===== config.mk =====
export PLATFORM = sky130hd
export DESIGN_NAME = tcser_regs
export DESIGN_NICKNAME = d
export VERILOG_FILES = /design/src/pkg/tcser_pkg.sv /design/src/logic/tcser_regs.sv /design/src/logic/tcser_sync.sv
export VERILOG_INCLUDE_DIRS = /design/src /design/src/pkg
export SDC_FILE = /design/constraint.sdc
export NUM_CORES = 1
export LEC_CHECK = 0
export BUFFER_PORTS_ARGS = -buffer_cell sky130_fd_sc_hd__buf_2
export CAP_MARGIN = 20
export CORE_ASPECT_RATIO = 1.1
export CORE_MARGIN = 2
export CORE_UTILIZATION = 55
export DETAILED_ROUTE_END_ITERATION = 8
export GPL_TIMING_DRIVEN = 0
export PLACE_DENSITY = 0.73
export SYNTH_ARGS = -nofsm -noshare
export SYNTH_HDL_FRONTEND = slang
export SYNTH_SLANG_ARGS = --single-unit

===== constraint.sdc =====
create_clock -name CLOCK -period 2.5 [get_ports CLOCK]
set_clock_uncertainty 0.05 [all_clocks]
set_input_delay 0.375 -clock CLOCK [delete_from_list [all_inputs] [get_ports CLOCK]]
set_output_delay 0.375 -clock CLOCK [all_outputs]
set_load 0.005 [all_outputs]

===== src/pkg/tcser_defines.svh =====
// Register offsets, field positions and reset values of the status bank
`ifndef TCSER_DEFINES_SVH
`define TCSER_DEFINES_SVH

// ----------------------------------------------------------------
// Register offsets
// ----------------------------------------------------------------
`define TCSER_ADDR_RESET 8'h05
`define TCSER_ADDR_MASK 8'h10
`define TCSER_ADDR_STATUS 8'h11
`define TCSER_ADDR_TYPE 8'h12
`define TCSER_ADDR_EVENT 8'h13

// ----------------------------------------------------------------
// Field positions
// ----------------------------------------------------------------
`define TCSER_BIT_SOFT_RESET 0
`define TCSER_EV_ATTACH 0
`define TCSER_EV_DETACH 1
`define TCSER_EV_LEVEL 2
`define TCSER_EV_ACC 3
`define TCSER_ORIENT_CC1 2'h1
`define TCSER_ORIENT_CC2 2'h2
`define TCSER_ORIENT_FAULT 2'h3
`define TCSER_ORIENT_NONE 2'h0

// ----------------------------------------------------------------
// Reset values and counts
// ----------------------------------------------------------------
`define TCSER_MASK_RESET 4'h0
`define TCSER_FLAGS_RESET 4'h0
`define TCSER_BYTE_RESET 8'h00
`define TCSER_UNUSED_BITS 4'h0
`define TCSER_BITS_PER_BYTE 4'h8
`define TCSER_BITCNT_RESET 4'h0
`define TCSER_BITCNT_STEP 4'h1
`define TCSER_LINE_IDLE 1'b1

`endif


===== src/pkg/tcser_pkg.sv =====
// Types shared by the status bank design files
package tcser_pkg;

	// Serial slave sequence states
	typedef enum logic [3:0] {
		ST_IDLE,
		ST_ADDR,
		ST_ACK_ADDR,
		ST_REG,
		ST_ACK_REG,
		ST_WDATA,
		ST_ACK_DATA,
		ST_RDATA,
		ST_MACK
	} tcser_state_t;

endpackage

===== src/logic/tcser_regs.sv =====
// Serially reached status, event and mask register bank of a port controller
`timescale 1ns/1ps
`include "tcser_defines.svh"

// Contract
// RULE1 - Writing one to soft reset bit resets the whole bank and controller.
// RULE2 - Accessory change mask one keeps accessory change off the interrupt.
// RULE3 - Current level mask one keeps level change event off the interrupt.
// RULE4 - Detach mask one keeps the removal event off the interrupt.
// RULE5 - Attach mask one keeps the connection event off the interrupt.
// RULE6 - Orientation reads 01 CC1, 10 CC2, 11 fault, 00 otherwise.
// RULE7 - Bus voltage valid bit follows sensed VBUS range.
// RULE8 - Current level field encodes 00 Ra, 01 default, 10 1.5A, 11 3A.
// RULE9 - Attached bit is one while a partner is connected.
// RULE10 - Type bit 4 flags a sink, bit 3 a source.
// RULE11 - Type bit 1 flags debug accessory, bit 0 audio accessory.
// RULE12 - Accessory change flag sets on accessory present to audio or debug.
// RULE13 - Current level flag sets whenever the level field changes.
// RULE14 - Removal flag sets when an attached partner detaches.
// RULE15 - Connection flag sets when a partner becomes attached.
// RULE16 - Global mask one stops every event from raising the interrupt.
// RULE17 - Flags clear by writing one; soft reset bit clears itself.
// RULE18 - Interrupt asserts while an unmasked flag is set and no global mask.
module tcser_regs #(
	parameter logic [6:0] DEV_ADDR = 7'h25 // Arbitrary default address
) (
	input wire logic CLOCK, // System clock, 200 MHz
	input wire logic RST, // Asynchronous reset, active high
	input wire logic SCL_IN, // Serial clock pin level
	input wire logic SDA_IN, // Serial data pin level
	output logic SDA_OUT, // Serial data drive value, always low
	output logic SDA_OE, // Serial data pull-down enable
	input wire logic CC1_DETECTED, // Cable CC found on first pin
	input wire logic CC2_DETECTED, // Cable CC found on second pin
	input wire logic DETECT_FAULT, // Detection fault seen
	input wire logic BUS_VOLTAGE_VALID, // VBUS within valid range
	input wire logic [1:0] ADVERTISED_CURRENT_LEVEL, // Current threshold code
	input wire logic PORT_ATTACHED, // Partner connected
	input wire logic SINK_FOUND, // Sink partner detected
	input wire logic SOURCE_FOUND, // Source partner detected
	input wire logic DEBUG_ACCESSORY_FOUND, // Debug accessory detected
	input wire logic AUDIO_ACCESSORY_FOUND, // Audio accessory detected
	input wire logic ACCESSORY_PRESENT, // Controller in accessory present
	input wire logic GLOBAL_EVENT_MASK, // Global interrupt mask
	output logic INT_N, // Interrupt, active low
	output logic SOFT_RESET_OUT // One-cycle reset to the controller
);

	// ----------------------------------------------------------------
	// Declarations
	// ----------------------------------------------------------------
	logic [1:0] line;
	logic scl, sda, scl_prev, sda_prev;
	logic scl_rise, scl_fall, start_cond, stop_cond;
	tcser_pkg::tcser_state_t state;
	logic [3:0] bitcnt;
	logic [7:0] shift, ptr, wr_addr, wr_data, rd_data;
	logic read_mode, master_nack, wr_stb;
	logic [3:0] mask, flags, next_set, clr;
	logic [7:0] port_status, partner_kind, prev_status;
	logic acc_present, prev_acc_present;
	logic [1:0] orient;

	// ----------------------------------------------------------------
	// Pin synchronisers and line conditions
	// ----------------------------------------------------------------
	tcser_sync #(
		.WIDTH(2)
	) u_sync (
		.clk(CLOCK),
		.rst(RST),
		.din({SCL_IN, SDA_IN}),
		.dout(line)
	);

	assign scl = line[1];
	assign sda = line[0];

	// Previous filtered levels for edge detection
	always_ff @(posedge CLOCK or posedge RST) begin
		if (RST) begin
			scl_prev <= `TCSER_LINE_IDLE;
			sda_prev <= `TCSER_LINE_IDLE;
		end else begin
			scl_prev <= scl;
			sda_prev <= sda;
		end
	end

	assign scl_rise = scl & ~scl_prev;
	assign scl_fall = ~scl & scl_prev;
	assign start_cond = scl & scl_prev & sda_prev & ~sda;
	assign stop_cond = scl & scl_prev & ~sda_prev & sda;

	// ----------------------------------------------------------------
	// Serial slave sequence
	// ----------------------------------------------------------------
	// Data moves on SCL falls and is sampled on rises, so the master
	// always sees a settled line while the clock is high
	always_ff @(posedge CLOCK or posedge RST) begin
		if (RST) begin
			state <= tcser_pkg::ST_IDLE;
			bitcnt <= `TCSER_BITCNT_RESET;
			shift <= `TCSER_BYTE_RESET;
			ptr <= `TCSER_BYTE_RESET;
			read_mode <= 1'b0;
			master_nack <= 1'b0;
			SDA_OE <= 1'b0;
			wr_stb <= 1'b0;
			wr_addr <= `TCSER_BYTE_RESET;
			wr_data <= `TCSER_BYTE_RESET;
			SDA_OUT <= 1'b0;
		end else begin
			wr_stb <= 1'b0;
			SDA_OUT <= 1'b0; // Open drain: the pin only ever pulls low
			if (start_cond) begin
				state <= tcser_pkg::ST_ADDR;
				bitcnt <= `TCSER_BITCNT_RESET;
				SDA_OE <= 1'b0;
			end else if (stop_cond) begin
				state <= tcser_pkg::ST_IDLE;
				SDA_OE <= 1'b0;
			end else if (scl_rise) begin
				case (state)
					tcser_pkg::ST_ADDR,
					tcser_pkg::ST_REG,
					tcser_pkg::ST_WDATA: begin
						shift <= {shift[6:0], sda};
						bitcnt <= bitcnt + `TCSER_BITCNT_STEP;
					end
					tcser_pkg::ST_RDATA: begin
						bitcnt <= bitcnt + `TCSER_BITCNT_STEP;
					end
					tcser_pkg::ST_MACK: begin
						master_nack <= sda;
					end
					default: begin
					end
				endcase
			end else if (scl_fall) begin
				case (state)
					tcser_pkg::ST_ADDR: begin
						if (bitcnt == `TCSER_BITS_PER_BYTE) begin
							// Only our own address is acknowledged
							if (shift[7:1] == DEV_ADDR) begin
								state <= tcser_pkg::ST_ACK_ADDR;
								read_mode <= shift[0];
								SDA_OE <= 1'b1;
							end else begin
								state <= tcser_pkg::ST_IDLE;
							end
						end
					end
					tcser_pkg::ST_ACK_ADDR: begin
						bitcnt <= `TCSER_BITCNT_RESET;
						if (read_mode) begin
							state <= tcser_pkg::ST_RDATA;
							shift <= rd_data;
							SDA_OE <= ~rd_data[7];
						end else begin
							state <= tcser_pkg::ST_REG;
							SDA_OE <= 1'b0;
						end
					end
					tcser_pkg::ST_REG: begin
						if (bitcnt == `TCSER_BITS_PER_BYTE) begin
							state <= tcser_pkg::ST_ACK_REG;
							ptr <= shift;
							SDA_OE <= 1'b1;
						end
					end
					tcser_pkg::ST_WDATA: begin
						if (bitcnt == `TCSER_BITS_PER_BYTE) begin
							state <= tcser_pkg::ST_ACK_DATA;
							wr_stb <= 1'b1;
							wr_addr <= ptr;
							wr_data <= shift;
							ptr <= ptr + 8'h01;
							SDA_OE <= 1'b1;
						end
					end
					tcser_pkg::ST_ACK_REG,
					tcser_pkg::ST_ACK_DATA: begin
						state <= tcser_pkg::ST_WDATA;
						bitcnt <= `TCSER_BITCNT_RESET;
						SDA_OE <= 1'b0;
					end
					tcser_pkg::ST_RDATA: begin
						if (bitcnt == `TCSER_BITS_PER_BYTE) begin
							state <= tcser_pkg::ST_MACK;
							ptr <= ptr + 8'h01;
							SDA_OE <= 1'b0;
						end else begin
							shift <= {shift[6:0], 1'b0};
							SDA_OE <= ~shift[6];
						end
					end
					tcser_pkg::ST_MACK: begin
						// A master NACK ends the burst until STOP or START
						if (master_nack) begin
							state <= tcser_pkg::ST_IDLE;
						end else begin
							state <= tcser_pkg::ST_RDATA;
							bitcnt <= `TCSER_BITCNT_RESET;
							shift <= rd_data;
							SDA_OE <= ~rd_data[7];
						end
					end
					default: begin
						SDA_OE <= 1'b0;
					end
				endcase
			end
		end
	end

	// ----------------------------------------------------------------
	// Read multiplexer
	// ----------------------------------------------------------------
	// Soft reset bit always reads zero since it clears itself
	always_comb begin
		case (ptr)
			`TCSER_ADDR_RESET: rd_data = `TCSER_BYTE_RESET; // RULE17
			`TCSER_ADDR_MASK: rd_data = {`TCSER_UNUSED_BITS, mask};
			`TCSER_ADDR_STATUS: rd_data = port_status;
			`TCSER_ADDR_TYPE: rd_data = partner_kind;
			`TCSER_ADDR_EVENT: rd_data = {`TCSER_UNUSED_BITS, flags};
			default: rd_data = `TCSER_BYTE_RESET;
		endcase
	end

	// ----------------------------------------------------------------
	// Soft reset command
	// ----------------------------------------------------------------
	// Pulses one cycle after the write, then drops by itself
	always_ff @(posedge CLOCK or posedge RST) begin
		if (RST) begin
			SOFT_RESET_OUT <= 1'b0;
		end else begin
			SOFT_RESET_OUT <= wr_stb & (wr_addr == `TCSER_ADDR_RESET) &
				wr_data[`TCSER_BIT_SOFT_RESET]; // RULE1 RULE17
		end
	end

	// ----------------------------------------------------------------
	// Mask register
	// ----------------------------------------------------------------
	always_ff @(posedge CLOCK or posedge RST) begin
		if (RST) begin
			mask <= `TCSER_MASK_RESET;
		end else if (SOFT_RESET_OUT) begin
			mask <= `TCSER_MASK_RESET; // RULE1
		end else if (wr_stb && wr_addr == `TCSER_ADDR_MASK) begin
			mask <= wr_data[3:0];
		end
	end

	// ----------------------------------------------------------------
	// Status and partner kind capture
	// ----------------------------------------------------------------
	// Fault outranks either pin so a confused detector never looks clean
	always_comb begin
		if (DETECT_FAULT || (CC1_DETECTED && CC2_DETECTED)) begin
			orient = `TCSER_ORIENT_FAULT; // RULE6
		end else if (CC1_DETECTED) begin
			orient = `TCSER_ORIENT_CC1; // RULE6
		end else if (CC2_DETECTED) begin
			orient = `TCSER_ORIENT_CC2; // RULE6
		end else begin
			orient = `TCSER_ORIENT_NONE; // RULE6
		end
	end

	// Inputs come from logic on this clock, so no synchroniser
	always_ff @(posedge CLOCK or posedge RST) begin
		if (RST) begin
			port_status <= `TCSER_BYTE_RESET;
			partner_kind <= `TCSER_BYTE_RESET;
			prev_status <= `TCSER_BYTE_RESET;
			acc_present <= 1'b0;
			prev_acc_present <= 1'b0;
		end else if (SOFT_RESET_OUT) begin
			port_status <= `TCSER_BYTE_RESET; // RULE1
			partner_kind <= `TCSER_BYTE_RESET;
			prev_status <= `TCSER_BYTE_RESET;
			acc_present <= 1'b0;
			prev_acc_present <= 1'b0;
		end else begin
			port_status <= {2'b00, orient, BUS_VOLTAGE_VALID, // RULE7
				ADVERTISED_CURRENT_LEVEL, PORT_ATTACHED}; // RULE8 RULE9
			partner_kind <= {3'b000, SINK_FOUND, SOURCE_FOUND, // RULE10
				1'b0, DEBUG_ACCESSORY_FOUND, AUDIO_ACCESSORY_FOUND}; // RULE11
			prev_status <= port_status;
			acc_present <= ACCESSORY_PRESENT;
			prev_acc_present <= acc_present;
		end
	end

	// ----------------------------------------------------------------
	// Event detection and flags
	// ----------------------------------------------------------------
	// Edges are taken between the captured copy and the one before
	always_comb begin
		next_set[`TCSER_EV_ATTACH] = port_status[0] & ~prev_status[0]; // RULE15
		next_set[`TCSER_EV_DETACH] = ~port_status[0] & prev_status[0]; // RULE14
		next_set[`TCSER_EV_LEVEL] =
			port_status[2:1] != prev_status[2:1]; // RULE13
		next_set[`TCSER_EV_ACC] = prev_acc_present & ~acc_present &
			(partner_kind[1] | partner_kind[0]); // RULE12
	end

	assign clr = (wr_stb && wr_addr == `TCSER_ADDR_EVENT) ?
		wr_data[3:0] : `TCSER_FLAGS_RESET;

	// A new event wins over a clear in the same cycle
	always_ff @(posedge CLOCK or posedge RST) begin
		if (RST) begin
			flags <= `TCSER_FLAGS_RESET;
		end else if (SOFT_RESET_OUT) begin
			flags <= `TCSER_FLAGS_RESET; // RULE1
		end else begin
			flags <= (flags & ~clr) | next_set; // RULE17
		end
	end

	// ----------------------------------------------------------------
	// Interrupt output
	// ----------------------------------------------------------------
	// Per-bit masks hide only the notice; the flag itself still sets
	always_ff @(posedge CLOCK or posedge RST) begin
		if (RST) begin
			INT_N <= 1'b1;
		end else begin
			INT_N <= ~((|(flags & ~mask)) & // RULE2 RULE3 RULE4 RULE5
				~GLOBAL_EVENT_MASK); // RULE16 RULE18
		end
	end

endmodule // tcser_regs


===== src/logic/tcser_sync.sv =====
// Three-stage input synchroniser with agreement filter
`timescale 1ns/1ps
`include "tcser_defines.svh"

module tcser_sync #(
	parameter int WIDTH = 2
) (
	input wire logic clk, // System clock
	input wire logic rst, // Asynchronous reset, active high
	input wire logic [WIDTH-1:0] din, // Asynchronous pin levels
	output logic [WIDTH-1:0] dout // Filtered level
);

	logic [WIDTH-1:0] stage1;
	logic [WIDTH-1:0] stage2;
	logic [WIDTH-1:0] stage3;

	// ----------------------------------------------------------------
	// Per-bit chain
	// ----------------------------------------------------------------
	genvar i;
	generate
		for (i = 0; i < WIDTH; i = i + 1) begin : g_bit
			// Lines idle high, so reset to one avoids a false start
			always_ff @(posedge clk or posedge rst) begin
				if (rst) begin
					stage1[i] <= `TCSER_LINE_IDLE;
					stage2[i] <= `TCSER_LINE_IDLE;
					stage3[i] <= `TCSER_LINE_IDLE;
					dout[i] <= `TCSER_LINE_IDLE;
				end else begin
					stage1[i] <= din[i];
					stage2[i] <= stage1[i];
					stage3[i] <= stage2[i];
					// A change counts only once two late stages agree
					if (stage2[i] == stage3[i]) begin
						dout[i] <= stage3[i];
					end
				end
			end
		end
	endgenerate

endmodule // tcser_sync


==> flow_summary_export.csv <==
group,metric,value,unit
run_status,status,"complete, no violations",
worst_setup_path,r2r_cells,8,
floorplanning,rows,32,
synthesis,yosysWarningCount,0,
synthesis,ys_top_cells_by_area,"dfrtp_1 (41%), dfstp_2 (7.5%), nor2_1 (3.6%), mux2_2 (3.5%), a21oi_1 (3.0%)",
power,power_density,652,mW/mm²
global_routing,grt_pass1_wl,14.2,mm
detailed_routing,drc,0,
power,leakage,1.92,nW
job,drv_cap,0,
detailed_routing,vias,2961,
synthesis,syn_area_per_cell,10.1,µm²
worst_setup_path,endpoint_kind,"flop",
synthesis,synth_edf_count,0,
global_routing,grt_use_total,23.4,%
power,internal-power,2.08,mW
synthesis,synth_top_area_share,41.5,%
synthesis,syn_nets,409,
global_routing,grt.overflow.total,0,
floorplanning,design.die.area,0.00771,mm²
synthesis,syn_inst,383,
place,port_buffers,19,
timing,setup_tns,0,ns
cts,clock_sinks,75,
cts,numCtsBuffers,9,
cts,clkSlewWorstSetupHoldPaths,0.08,ns
worst_setup_path,critPathRequiredTime,2.69,ns
worst_hold_path,hp-start,"SDA_IN",
global_routing,grt_pass1_vias,2927,
detailed_routing,avgViaCountPerCell,5.85,
worst_setup_path,reg2reg_slack,0.13,ns
synthesis,synthTopCellsByCount,"dfrtp_1 (64), nor2_1 (37), nand2_1 (30)",
detailed_routing,drt_pre_antenna_iters,5,
power,pwr-share-clk,40.5,%
floorplanning,coreArea,0.00693,mm²
synthesis,synth.most_common_cell,"dfrtp_1",
synthesis,netlist_area,0.00386,mm²
floorplanning,die_w,83.9,µm
cts,cts_tree,"built",
worst_setup_path,reg2reg_to,"wr_addr[0]",
place,finalWeightedCongestion,0.930,
floorplanning,start_util,55.7,%
worst_setup_path,crit_path_top_delay_cell,"dfstp_2",
timing,tightest_slew,0.886,ns
layout,n_antenna_cell,0,
timing,layout_setup_ws,0.131,ns
cts,clk_latency,0.36,ns
detailed_routing,ant_nets,0,
global_routing,grt_max_degree,76,
synthesis,yosys.cell_types.count,68,
power,switching_share,26.3,%
timing,clock.fmax,0.422,GHz
floorplanning,die_h,91.9,µm
layout,drive_gt1_share,19.0,%
worst_hold_path,holdPathStages,1,
power,pwr-share-comb,12.2,%
worst_hold_path,hold_path_end,"u_sync.stage1[0]",
synthesis,yosysTopAreaCell,"dfrtp_1",
timing,post-route-period-util,94.8,%
worst_hold_path,hp-class,"primary input to flop",
place,post-dp-hpwl,5.65,mm
layout,finalNetCount,442,
power,ir_worst_vdd,528,µV
layout,n_fill_cell,569,
worst_setup_path,critPathLaunchType,"flop",
timing,rsz0062_at_grt,"false",
power,netSwitchingPower,0.743,mW
worst_setup_path,crit_path_max_incr_delay,0.55,ns
worst_setup_path,cp_max_fo,10,
timing,min_period,2.37,ns
synthesis,yosysSeqAreaShare,49.0,%
worst_setup_path,worstSetupPathType,"flop to flop",
timing,drv_slew,0,
cts,cts_max_path_buffers,2,
cts,ctsHtreeMaxLevel,3,
timing,hold_viol,0,
worst_setup_path,path_cells,"inv_1 > ha_1 > nor2b_1 > nand2b_1 > nor4_4 > buf_4 > buf_6 > mux2_4",
power,seq_power_share,47.3,%
global_routing,antenna_found_initial,0,
worst_setup_path,reg2reg_from,"scl_prev",
synthesis,synthArstFlopShare,100,%
timing,slew_headroom,40.9,%
synthesis,ys.flop_type,"dfrtp_1",
place,place_ws,0.100,ns
detailed_routing,routedWlPerCell,16.2,µm
worst_setup_path,cp_data_arrival_time,2.56,ns
layout,syn2layout_area_growth,12.3,%
detailed_routing,routed_wl,8.22,mm
synthesis,synth_seq_cells,75,
timing,setup_viol,0,
cts,root_buffer,"clkbuf_8",
detailed_routing,first_iter_violations,284,
floorplanning,io_pins,21,
cts,hold_buffers,0,
-- flip-flops by register name, indices dropped and copies added, names as in the netlist, 3 cells and up --
signal and cells:
prev_status 3, port_status 6, state 4, bitcnt 4, partner_kind 4, wr_addr 8
mask 4, shift 8, wr_data 4, flags 4, ptr 8
-- how the worst max path moves through the flow --
stage / endpoint / start / cells after the start / slack (ns)
global route: ptr[7] / scl_prev / 9 / 0.02
CTS: wr_addr[0] / scl_prev / 7 / 0.09
floorplan: SDA_OE / RST / 1 / 0.18
detailed placement: wr_addr[0] / scl_prev / 7 / 0.10
finish: wr_addr[0] / scl_prev / 8 / 0.13
global placement: wr_data[0] / RST / 2 / -0.64
-- metal layers --
metal | track usage (%) | part of all wire, % | routed length (µm)
met2 | 36.0 | 47 | 3880
met3 | 4.50 | 4.3 | 354
met4 | 9.95 | 1.6 | 134
met1 | 32.5 | 47 | 3850
met5 | 0 | 0 | 0
-- final cells by class --
class / count / area [µm²] / area share, %
Sequential cell: 75 / 1890 / 43.6
Multi-Input combinational cell: 265 / 1770 / 40.7
Clock buffer: 9 / 124 / 2.86
Clock inverter: 7 / 121 / 2.80
Buffer: 20 / 121 / 2.80
Timing Repair Buffer: 22 / 118 / 2.71
Tap cell: 85 / 106 / 2.45
Inverter: 23 / 88.8 / 2.05
-- power groups by stage --
stage               Sequential [mW]  Combinational, mW  Clock, mW
global placement               1.35              0.335          0
finish                         1.34              0.346       1.14
CTS                            1.34              0.346       1.16
floorplan                      1.34              0.260          0
detailed placement             1.36              0.344          0
global route                   1.34              0.393       1.22
-- repair_timing --
| action | CTS | global route |
|---|---|---|
| gates resized for setup | 0 | 2 |
| buffers inserted | 0 | 3 |
| endpoints found under the setup margin | 0 | 3 |
-- layout by cell type, fill, tap and decap left out, types with 3 or more instances in the layout --
master and count:
dfrtp_1 64, nor2_1 37, nand2_1 30, buf_2 23
a21oi_1 23, inv_1 22, nor2b_1 17, o21ai_0 15
mux2_2 12, dfstp_2 11, a31oi_1 10, clkbuf_1 9
ha_1 9, clkbuf_8 9, nand2b_1 7, o31ai_1 7
nor4_1 7, buf_4 6, nand3_1 6, o21ai_1 6
mux2i_1 5, buf_6 4, nor3_1 4, xor2_1 3
a211oi_1 3, nand4b_1 3, nand3b_1 3, o22ai_1 3
a22o_1 3, a221oi_1 3, bufinv_16 3
-- cell families (layout without fill, tap and decap cells) --
kind of cell,Yosys count,count (layout),synth area share [%]
AND/OR/NAND/NOR,134,134,18.9
AO/OA/AOI/OAI,94,94,16.3
flip-flops,75,75,49.0
buffers and inverters,43,81,5.31
multiplexers,20,20,5.87
adder cells (fa/ha/maj),11,11,3.43
XOR/XNOR,5,5,1.13
other,1,1,0.0971
-- critical path: cells and delay by family (launching register included) --
family	cells	cell delay, ns
flip-flops	1	0.55
multiplexers	1	0.30
buffers and inverters	3	0.39
AND/OR/NAND/NOR	3	0.77
adder cells (fa/ha/maj)	1	0.20
-- stage by stage --
step / instance area [µm²] / power (mW) / util [%] / instances / hold WS [ns]
after floorplan: 3860 / 1.60 / - / 383 / 0.295
after global placement: 4060 / 1.69 / 58.7 / 487 / 0.300
after detailed placement: 4070 / 1.70 / 58.7 / 487 / 0.301
after CTS: 4310 / 2.85 / 62.2 / 503 / 0.0473
after global routing: 4340 / 2.96 / 62.6 / 506 / 0.0491
final: 4340 / 2.83 / 62.6 / 506 / 0.0675
Power figures use the tool's default switching activity.
